## config.mk

```make
export PLATFORM = sky130hd
export DESIGN_NAME = boundary_scan_tap
export DESIGN_NICKNAME = d
export VERILOG_FILES = /design/src/hdl/jtag_pkg.sv /design/src/hdl/boundary_scan_tap.sv
export SDC_FILE = /design/constraint.sdc
export NUM_CORES = 1
export LEC_CHECK = 0
export BUFFER_PORTS_ARGS = -buffer_cell sky130_fd_sc_hd__clkbuf_2
export CAP_MARGIN = 20
export CORE_MARGIN = 5
export CORE_UTILIZATION = 45
export CTS_CLUSTER_SIZE = 30
export DETAILED_ROUTE_END_ITERATION = 8
export PLACE_DENSITY = 0.74
export RECOVER_POWER = 100
export SYNTH_ARGS = -nofsm -noshare
export SYNTH_HDL_FRONTEND = slang
export SYNTH_SLANG_ARGS = --single-unit
```

## constraint.sdc

```tcl
create_clock -name clk_in -period 2.46 [get_ports clk_in]
set_input_delay 0.369 -clock clk_in [delete_from_list [all_inputs] [get_ports clk_in]]
set_output_delay 0.369 -clock clk_in [all_outputs]
set_load 0.01 [all_outputs]
```

## src/hdl/jtag_pkg.sv

```systemverilog
package jtag_pkg;

  // Instruction register
  localparam int IR_W = 6;
  localparam logic [5:0] OP_EXTEST = 6'h00;
  localparam logic [5:0] OP_SAMPLE = 6'h01;
  localparam logic [5:0] OP_IDCODE = 6'h02;
  localparam logic [5:0] OP_HIGHZ = 6'h03;
  localparam logic [5:0] OP_VALIDATE = 6'h2D;
  localparam logic [5:0] OP_CLAMP = 6'h3E;
  localparam logic [5:0] OP_BYPASS = 6'h3F;
  localparam logic [5:0] IR_RESET = OP_IDCODE;

  // Identification register layout
  localparam int ID_W = 32;
  localparam int ID_MANUF_LSB = 1;
  localparam int ID_PART_LSB = 12;
  localparam int ID_VER_LSB = 28;
  localparam logic ID_MARKER = 1'h1;

  // Pin input filter depth
  localparam int SYNC_STAGES = 3;
  localparam logic BYPASS_CAPTURE = 1'h0;

  // Test clock edges in the bench fall every few system clocks; this is a floor
  localparam int CLK_NS = 100;
  localparam int TCK_MIN_NS = 800;
  localparam int TCK_MIN_CYC = (TCK_MIN_NS + CLK_NS - 1) / CLK_NS;

  typedef enum logic [3:0] {
    TLR = 4'h0,
    RTI = 4'h1,
    SEL_DR = 4'h3,
    CAP_DR = 4'h2,
    SHIFT_DR = 4'h6,
    EXIT1_DR = 4'h7,
    PAUSE_DR = 4'h5,
    EXIT2_DR = 4'h4,
    UPD_DR = 4'hC,
    SEL_IR = 4'hD,
    CAP_IR = 4'hF,
    SHIFT_IR = 4'hE,
    EXIT1_IR = 4'hA,
    PAUSE_IR = 4'hB,
    EXIT2_IR = 4'h9,
    UPD_IR = 4'h8
  } tap_state_e;

  typedef struct packed {
    logic trst_b;
    logic tck;
    logic tms;
    logic tdi;
  } tap_pins_s;

endpackage : jtag_pkg

```

## src/hdl/boundary_scan_tap.sv

```systemverilog
`timescale 1ns/100ps

// Contract
// - Data registers parallel; instruction picks path
// - Boundary chain scanned for EXTEST, SAMPLE/PRELOAD
// - EXTEST at Update-IR drives latches immediately
// - Cell latches update on falling test clock
// - Input cells observe only, no update
// - Bidir capture takes core output when enabled
// - Bidir capture takes pad when disabled/EXTEST
// - Instruction bits shift in on rising edge
// - Instruction latched only at Update-IR
// - Six-bit instruction selects test and path
// - Unselected registers stay undisturbed
// - 000000 is EXTEST, holds latched outputs
// - 000001 is SAMPLE/PRELOAD, no functional effect
// - 000010 is IDCODE, selects identification
// - 000011 is HIGHZ, all outputs float
// - 101101 captured at every Capture-IR
// - 111110 is CLAMP, latches drive pins
// - 111111 is BYPASS, one-bit path
// - CLAMP scans through the bypass bit
// - Bypass captures zero at Capture-DR
// - TAP reset selects IDCODE; ID LSB one
// - TDO on falling edge, driven only shifting
module boundary_scan_tap #(
  parameter int N_IN = 4,
  parameter int N_OUT = 4,
  parameter int N_BIDIR = 4,
  parameter logic [10:0] ID_MANUF = 11'h155,  // Arbitrary
  parameter logic [15:0] ID_PART = 16'h1234,  // Arbitrary
  parameter logic [3:0] ID_VER = 4'h1         // Arbitrary
) (
  // Clock, reset, enable
  input wire logic clk_in,
  input wire logic rst_b_in,
  input wire logic ce_in,
  // Test port pins
  input wire jtag_pkg::tap_pins_s jtag_in,
  output logic tdo_out,
  output logic tdo_oe_out,
  // Core side of output and bidirectional pins
  input wire logic [N_OUT-1:0] core_out_in,
  input wire logic core_oe_in,
  input wire logic [N_BIDIR-1:0] core_bd_out_in,
  input wire logic [N_BIDIR-1:0] core_bd_oe_in,
  // Pad side
  input wire logic [N_IN-1:0] pad_in,
  input wire logic [N_BIDIR-1:0] pad_bd_in,
  output logic [N_OUT-1:0] pad_out,
  output logic pad_oe_out,
  output logic [N_BIDIR-1:0] pad_bd_out,
  output logic [N_BIDIR-1:0] pad_bd_oe_out,
  // Visibility of the active instruction
  output logic [jtag_pkg::IR_W-1:0] ir_out
);

  // Chain order from TDI end: bidir pairs, output enable, outputs, inputs at TDO end
  localparam int O_BASE = N_IN;
  localparam int OE_POS = N_IN + N_OUT;
  localparam int B_BASE = N_IN + N_OUT + 1;
  localparam int BSR_W = B_BASE + 2 * N_BIDIR;
  localparam int SW = 4 + N_IN + N_BIDIR;

  // Every outside level passes three stages and changes once the last two agree
  logic [SW-1:0] s1_r, s2_r, s3_r, filt_r, filt_nxt;
  logic [SW-1:0] raw;
  assign raw = {jtag_in, pad_in, pad_bd_in};

  always_ff @(posedge clk_in or negedge rst_b_in) begin
    if (!rst_b_in) begin
      s1_r <= '0;
      s2_r <= '0;
      s3_r <= '0;
      filt_r <= '0;
    end else if (ce_in) begin
      s1_r <= raw;
      s2_r <= s1_r;
      s3_r <= s2_r;
      filt_r <= filt_nxt;
    end
  end

  genvar g;
  generate
    for (g = 0; g < SW; g++) begin : g_filt
      assign filt_nxt[g] = (s2_r[g] == s3_r[g]) ? s3_r[g] : filt_r[g];
    end
  endgenerate

  wire trst_b_f = filt_r[SW-1];
  wire tck_now = filt_nxt[SW-2];
  wire tck_was = filt_r[SW-2];
  wire tms_f = filt_r[SW-3];
  wire tdi_f = filt_r[SW-4];
  wire [N_IN-1:0] pad_f = filt_r[N_BIDIR +: N_IN];
  wire [N_BIDIR-1:0] pad_bd_f = filt_r[N_BIDIR-1:0];
  wire tck_rise = ce_in & tck_now & ~tck_was;
  wire tck_fall = ce_in & ~tck_now & tck_was;

  // TAP controller
  jtag_pkg::tap_state_e state_r, state_nxt;

  always_comb begin
    unique case (state_r)
      jtag_pkg::TLR: state_nxt = tms_f ? jtag_pkg::TLR : jtag_pkg::RTI;
      jtag_pkg::RTI: state_nxt = tms_f ? jtag_pkg::SEL_DR : jtag_pkg::RTI;
      jtag_pkg::SEL_DR: state_nxt = tms_f ? jtag_pkg::SEL_IR : jtag_pkg::CAP_DR;
      jtag_pkg::CAP_DR: state_nxt = tms_f ? jtag_pkg::EXIT1_DR : jtag_pkg::SHIFT_DR;
      jtag_pkg::SHIFT_DR: state_nxt = tms_f ? jtag_pkg::EXIT1_DR : jtag_pkg::SHIFT_DR;
      jtag_pkg::EXIT1_DR: state_nxt = tms_f ? jtag_pkg::UPD_DR : jtag_pkg::PAUSE_DR;
      jtag_pkg::PAUSE_DR: state_nxt = tms_f ? jtag_pkg::EXIT2_DR : jtag_pkg::PAUSE_DR;
      jtag_pkg::EXIT2_DR: state_nxt = tms_f ? jtag_pkg::UPD_DR : jtag_pkg::SHIFT_DR;
      jtag_pkg::UPD_DR: state_nxt = tms_f ? jtag_pkg::SEL_DR : jtag_pkg::RTI;
      jtag_pkg::SEL_IR: state_nxt = tms_f ? jtag_pkg::TLR : jtag_pkg::CAP_IR;
      jtag_pkg::CAP_IR: state_nxt = tms_f ? jtag_pkg::EXIT1_IR : jtag_pkg::SHIFT_IR;
      jtag_pkg::SHIFT_IR: state_nxt = tms_f ? jtag_pkg::EXIT1_IR : jtag_pkg::SHIFT_IR;
      jtag_pkg::EXIT1_IR: state_nxt = tms_f ? jtag_pkg::UPD_IR : jtag_pkg::PAUSE_IR;
      jtag_pkg::PAUSE_IR: state_nxt = tms_f ? jtag_pkg::EXIT2_IR : jtag_pkg::PAUSE_IR;
      jtag_pkg::EXIT2_IR: state_nxt = tms_f ? jtag_pkg::UPD_IR : jtag_pkg::SHIFT_IR;
      jtag_pkg::UPD_IR: state_nxt = tms_f ? jtag_pkg::SEL_DR : jtag_pkg::RTI;
    endcase
  end

  always_ff @(posedge clk_in or negedge rst_b_in) begin
    if (!rst_b_in) begin
      state_r <= jtag_pkg::TLR;
    end else if (ce_in && !trst_b_f) begin
      state_r <= jtag_pkg::TLR;
    end else if (tck_rise) begin
      state_r <= state_nxt;
    end
  end

  wire st_tlr = (state_r == jtag_pkg::TLR);
  wire st_cap_dr = (state_r == jtag_pkg::CAP_DR);
  wire st_sh_dr = (state_r == jtag_pkg::SHIFT_DR);
  wire st_upd_dr = (state_r == jtag_pkg::UPD_DR);
  wire st_cap_ir = (state_r == jtag_pkg::CAP_IR);
  wire st_sh_ir = (state_r == jtag_pkg::SHIFT_IR);
  wire st_upd_ir = (state_r == jtag_pkg::UPD_IR);

  // Instruction register: shift stage and active latch
  logic [jtag_pkg::IR_W-1:0] ir_sh_r, ir_r;

  always_ff @(posedge clk_in or negedge rst_b_in) begin
    if (!rst_b_in) begin
      ir_sh_r <= jtag_pkg::OP_VALIDATE;
    end else if (tck_rise && st_cap_ir) begin
      ir_sh_r <= jtag_pkg::OP_VALIDATE;
    end else if (tck_rise && st_sh_ir) begin
      ir_sh_r <= {tdi_f, ir_sh_r[jtag_pkg::IR_W-1:1]};
    end
  end

  always_ff @(posedge clk_in or negedge rst_b_in) begin
    if (!rst_b_in) begin
      ir_r <= jtag_pkg::IR_RESET;
    end else if (ce_in && st_tlr) begin
      ir_r <= jtag_pkg::IR_RESET;
    end else if (tck_fall && st_upd_ir) begin
      ir_r <= ir_sh_r;
    end
  end

  // Decode; reserved codes and VALIDATE fall through to plain bypass
  wire op_extest = (ir_r == jtag_pkg::OP_EXTEST);
  wire op_sample = (ir_r == jtag_pkg::OP_SAMPLE);
  wire op_idcode = (ir_r == jtag_pkg::OP_IDCODE);
  wire op_highz = (ir_r == jtag_pkg::OP_HIGHZ);
  wire op_clamp = (ir_r == jtag_pkg::OP_CLAMP);
  wire sel_bsr = op_extest | op_sample;
  wire sel_id = op_idcode;
  wire sel_byp = ~sel_bsr & ~sel_id;
  wire test_drive = op_extest | op_clamp;

  // Boundary shift stage and update latches
  logic [BSR_W-1:0] bsr_sh_r, bsr_cap;
  logic [BSR_W-1:N_IN] upd_r;  // Input cells have no update stage
  logic [N_BIDIR-1:0] bd_oe_eff;

  generate
    for (g = 0; g < N_IN; g++) begin : g_in
      assign bsr_cap[g] = pad_f[g];
    end
    for (g = 0; g < N_OUT; g++) begin : g_out
      assign bsr_cap[O_BASE + g] = core_out_in[g];
    end
    for (g = 0; g < N_BIDIR; g++) begin : g_bd
      assign bd_oe_eff[g] = op_extest ? upd_r[B_BASE + 2 * g + 1] : core_bd_oe_in[g];
      assign bsr_cap[B_BASE + 2 * g] =
        (bd_oe_eff[g] && !op_extest) ? core_bd_out_in[g] : pad_bd_f[g];
      assign bsr_cap[B_BASE + 2 * g + 1] = core_bd_oe_in[g];
    end
  endgenerate
  assign bsr_cap[OE_POS] = core_oe_in;

  always_ff @(posedge clk_in or negedge rst_b_in) begin
    if (!rst_b_in) begin
      bsr_sh_r <= '0;
    end else if (tck_rise && sel_bsr && st_cap_dr) begin
      bsr_sh_r <= bsr_cap;
    end else if (tck_rise && sel_bsr && st_sh_dr) begin
      bsr_sh_r <= {tdi_f, bsr_sh_r[BSR_W-1:1]};
    end
  end

  always_ff @(posedge clk_in or negedge rst_b_in) begin
    if (!rst_b_in) begin
      upd_r <= '0;
    end else if (tck_fall && sel_bsr && st_upd_dr) begin
      upd_r <= bsr_sh_r[BSR_W-1:N_IN];
    end
  end

  // Bypass and identification registers
  logic byp_r;
  logic [jtag_pkg::ID_W-1:0] id_sh_r;
  wire [jtag_pkg::ID_W-1:0] id_val = {ID_VER, ID_PART, ID_MANUF, jtag_pkg::ID_MARKER};

  always_ff @(posedge clk_in or negedge rst_b_in) begin
    if (!rst_b_in) begin
      byp_r <= jtag_pkg::BYPASS_CAPTURE;
    end else if (tck_rise && sel_byp && st_cap_dr) begin
      byp_r <= jtag_pkg::BYPASS_CAPTURE;
    end else if (tck_rise && sel_byp && st_sh_dr) begin
      byp_r <= tdi_f;
    end
  end

  always_ff @(posedge clk_in or negedge rst_b_in) begin
    if (!rst_b_in) begin
      id_sh_r <= '0;
    end else if (tck_rise && sel_id && st_cap_dr) begin
      id_sh_r <= id_val;
    end else if (tck_rise && sel_id && st_sh_dr) begin
      id_sh_r <= {tdi_f, id_sh_r[jtag_pkg::ID_W-1:1]};
    end
  end

  // Serial output selection and falling-edge launch
  wire dr_bit = sel_bsr ? bsr_sh_r[0] : (sel_id ? id_sh_r[0] : byp_r);
  wire scan_bit = st_sh_ir ? ir_sh_r[0] : dr_bit;
  logic tdo_r, tdo_oe_r;

  always_ff @(posedge clk_in or negedge rst_b_in) begin
    if (!rst_b_in) begin
      tdo_r <= 1'h0;
      tdo_oe_r <= 1'h0;
    end else if (ce_in && st_tlr) begin
      tdo_oe_r <= 1'h0;
    end else if (tck_fall) begin
      tdo_r <= scan_bit;
      tdo_oe_r <= st_sh_dr | st_sh_ir;
    end
  end
  assign tdo_out = tdo_r;
  assign tdo_oe_out = tdo_oe_r;

  // Pin drive: core in normal use, update latches under EXTEST/CLAMP, off under HIGHZ
  wire [N_OUT-1:0] out_nxt = test_drive ? upd_r[O_BASE +: N_OUT] : core_out_in;
  wire oe_nxt = ~op_highz & (test_drive ? upd_r[OE_POS] : core_oe_in);
  logic [N_OUT-1:0] pad_out_r;
  logic pad_oe_r;
  logic [N_BIDIR-1:0] bd_out_nxt, bd_oe_nxt, pad_bd_out_r, pad_bd_oe_r;

  generate
    for (g = 0; g < N_BIDIR; g++) begin : g_bd_drv
      assign bd_out_nxt[g] = test_drive ? upd_r[B_BASE + 2 * g] : core_bd_out_in[g];
      assign bd_oe_nxt[g] = ~op_highz &
        (test_drive ? upd_r[B_BASE + 2 * g + 1] : core_bd_oe_in[g]);
    end
  endgenerate

  // One clock of delay keeps every pin straight from a flip-flop
  always_ff @(posedge clk_in or negedge rst_b_in) begin
    if (!rst_b_in) begin
      pad_out_r <= '0;
      pad_oe_r <= 1'h0;
      pad_bd_out_r <= '0;
      pad_bd_oe_r <= '0;
    end else if (ce_in) begin
      pad_out_r <= out_nxt;
      pad_oe_r <= oe_nxt;
      pad_bd_out_r <= bd_out_nxt;
      pad_bd_oe_r <= bd_oe_nxt;
    end
  end
  assign pad_out = pad_out_r;
  assign pad_oe_out = pad_oe_r;
  assign pad_bd_out = pad_bd_out_r;
  assign pad_bd_oe_out = pad_bd_oe_r;
  assign ir_out = ir_r;

endmodule : boundary_scan_tap

```

==> out/results.tsv <==
stage	metric	value	unit
status	status	complete, no violations	
floorplan	die_w	129	um
clock_network	numCtsBuffers	17	
grt	first_global_vias	4498	
run	drv_cap	0	
final_layout	num-fill-cells	1217	
worst_setup_path	max_stage_delay	0.75	ns
clock_network	cts_root_buf	clkbuf_16	
floorplan	die_height	129	um
hold_path	hold_path_depth	2	
routing	ant_nets	0	
final_layout	seq_area	3560	um^2
worst_setup_path	cp.buffers_inverters	1	
sta	rsz0062_at_grt	no	
floorplan	die-area	16800	um^2
sta	hold_viol	0	
sta	final.setup.tns	0	ns
grt	grt_overflow	0	
synth	synth_cell_types	50	
final_layout	drive_above_1_share	19.4	%
floorplan	start_util	46.1	%
worst_setup_path	start_kind	flop	
final_layout	n_antenna_cell	0	
grt	gr-usage-all-layers	16.8	%
sta	final.setup_skew	0.0101	ns
worst_setup_path	crit_family	simple AND/OR/NAND/NOR gates	
synth	synth_edf_count	0	
worst_setup_path	arrival	2.61	ns
sta	slew_headroom	8.45	%
place	io_buffers	48	
sta	worst_pin_slew	1.37	ns
power	leakagePower	3.19	nW
routing	num_vias	4512	
synth	ys_top_cells_by_area	dfrtp_1 (53%), mux2_2 (6.8%), mux2i_1 (5.5%)	
worst_setup_path	crit_chain	or4_1 > or4_2 > buf_12 > nand2_1 > o21ai_0	
routing	drc	0	
grt	antenna_found_initial	0	
synth	ys_warn_count	0	
sta	max_freq	432	MHz
worst_setup_path	worst_path_max_delay_cell	or4_2	
final_layout	layout.nets	666	
synth	synthArstFlopShare	100	%
floorplan	rows	43	
synth	syn_inst	589	
clock_network	htree_levels	4	
synth	synth_area	6420	um^2
worst_setup_path	r2r.worst_path.cells	5	
routing	routed_wirelength	13.1	mm
place	dp_hpwl	8.71	mm
power	power_density	804	nW/um^2
routing	firstDrtPassIters	6	
clock_network	cts_max_path_buffers	2	
clock_network	clk_latency	0.42	ns
final_layout	finish.utilization	52.5	%
sta	layout_worst_path_cycle_share	94.1	%
hold_path	hold_class	in2reg	
final_layout	area_delta_synth_final	13.9	%
routing	drtIter0Drc	507	
grt	grt_pass1_wl	22.1	mm
power	irDropWorstVdd	0.000600	V
routing	via_per_inst	5.43	
synth	synth_top_cell_area_share	53.4	%
worst_setup_path	cp_data_required_time	2.75	ns
worst_setup_path	endpoint_kind	flop	
place	dp_cells	798	
sta	fin_ws	0.145	ns
routing	routed_wire_length_per_instance	15.8	um
synth	avgSynthCellArea	10.9	um^2
worst_setup_path	critPathKind	reg2reg	
synth	syn_nets	617	
synth	synth_ff_type	dfrtp_1	
sta	finalSetupViolCount	0	
sta	period_minus_slack	2.32	ns
place	gp_congestion	0.908	
power	p_total	0.00588	W
floorplan	core_area	13900	um^2
worst_setup_path	cp.depth	5	
worst_setup_path	path_max_fanout	62	
grt	grt_start_max_net_pins	73	
clock_network	cts.sinks	142	
floorplan	io_pins	49	
sta	slew_viol_final	0	
final_layout	instances_no_fill	831	
place	dp_slack	0.223	ns
clock_network	clk_pin_slew	0.06	ns
synth	ys_seq_area_share	55.4	%
clock_network	cts_setup_buffers	0	
final_layout	multi_input_area	2500	um^2
synth	synth_seq_cells	142	
synth	yosys.area.top_type	dfrtp_1	
clock_network	tritoncts	done	
==> worst register-to-register path, stage by stage, from the launching register on <==
cell and delay (ns):
dfrtp_1 0.37, or4_1 0.62, or4_2 0.75, buf_12 0.22, nand2_1 0.14, o21ai_0 0.08
==> synth_stat cells (2+ instances only) <==
master and instances:
nor3b_1 2, dfstp_2 5, o31ai_1 4, o21ai_2 26
buf_2 3, a211oi_1 2, o21ai_1 5, buf_6 8
nand2b_1 3, o21ai_0 56, a22o_1 11, nand2_1 82
nand3b_1 3, and2_1 7, o2bb2ai_1 5, o221ai_1 2
inv_1 17, nor3_1 2, a21boi_0 4, mux2i_1 35
dfrtp_1 137, nand3_1 6, nand4b_1 3, clkbuf_1 23
mux2_2 39, a21oi_1 34, or4_1 4, or3b_2 2
nor2_1 23, buf_1 5, nor2b_1 12
==> per-layer routing <==
| layer | share of wire [%] | vias up | global-route usage [%] |
|---|---|---|---|
| met5 | 0 | - | 0 |
| met4 | 1.7 | 0 | 6.05 |
| met3 | 5.1 | 24 | 5.44 |
| met2 | 49 | 122 | 26.7 |
| met1 | 44 | 2194 | 21.6 |
| li1 | - | 2172 | - |
==> area by class of cell <==
| cell class | count | share of cell area [%] |
|---|---|---|
| clock buffers | 23 | 6.40 |
| clock inverters | 9 | 1.83 |
| inverters | 17 | 0.873 |
| repair buffers | 69 | 4.98 |
| well taps | 180 | 3.08 |
| flip-flops and latches | 142 | 48.7 |
| multi-input cells | 391 | 34.2 |
==> power breakdown <==
part	switching (W)	internal (W)
logic	0.000340	0.000247
registers	0.000164	0.00253
clock network	0.000944	0.00165
total	0.00145	0.00443
==> registers in the layout, summed over array words and instances (netlist names) <==
name           flops
pad_bd_oe_out      4
pad_oe_out         1
bsr_sh_r          17
upd_r             13
filt_r            12
id_sh_r           32
byp_r              1
tdo_oe_out         1
s2_r              12
ir_sh_r            6
state_r            4
s1_r              12
ir_out             6
s3_r              12
tdo_out            1
pad_out            4
pad_bd_out         4
==> layout by cell type (no fill, tap or decap), types with 3 or more instances in the layout <==
master	Yosys	final
a21boi_0	4	4
a21oi_1	34	34
a22o_1	11	11
and2_1	7	6
buf_4	0	9
bufinv_16	0	3
clkbuf_1	23	28
clkbuf_16	0	17
clkbuf_2	0	33
dfrtp_1	137	137
dfstp_2	5	5
inv_1	17	17
mux2_2	39	38
mux2i_1	35	35
nand2_1	82	82
nand2b_1	3	3
nand3_1	6	6
nand3b_1	3	3
nand4b_1	3	3
nor2_1	23	23
nor2b_1	12	12
nor3_1	2	3
o21ai_0	56	82
o21ai_2	26	4
o2bb2ai_1	5	5
o31ai_1	4	4
or4_1	4	4
==> per-stage QoR <==
| stage | area, um^2 | hold slack, ns |
|---|---|---|
| global route | 7310 | 0.162 |
| global placement | 6870 | 0.395 |
| CTS | 7490 | 0.155 |
| finish | 7310 | 0.180 |
| detailed placement | 6870 | 0.411 |
| floorplan | 6420 | 0.0734 |
==> kinds of logic after synthesis <==
kind of cell	count (synthesis)	synth area share, %
flip-flops	142	55.4
buffers and inverters	56	4.27
AO/OA/AOI/OAI	158	15.9
AND/OR/NAND/NOR	158	11.9
multiplexers	75	12.5
==> worst paths after layout <==
| kind | start | to | slack [ns] |
|---|---|---|---|
| worst max-delay path | ir_out[5]$_DFFE_PN0P_ | id_sh_r[4]$_DFFE_PN0P_ | 0.14 |
| worst min-delay path | pad_bd_in[2] | s1_r[2]$_DFFE_PN0P_ | 0.18 |
| worst max register to register | ir_out[5]$_DFFE_PN0P_ | id_sh_r[4]$_DFFE_PN0P_ | 0.14 |
| worst min register to register | id_sh_r[20]$_DFFE_PN0P_ | id_sh_r[20]$_DFFE_PN0P_ | 0.48 |
| max in group asynchronous | rst_b_in | bsr_sh_r[13]$_DFFE_PN0P_ | 0.46 |
| min in group asynchronous | rst_b_in | id_sh_r[28]$_DFFE_PN0P_ | 0.50 |
==> repair_timing <==
item / 4_1_cts / 5_1_grt
resized for setup: 0 / 0
hold buffers: 1 / 0
endpoints found under the hold margin: 57 / 0
Note: power is estimated with default switching activity, not from simulation.
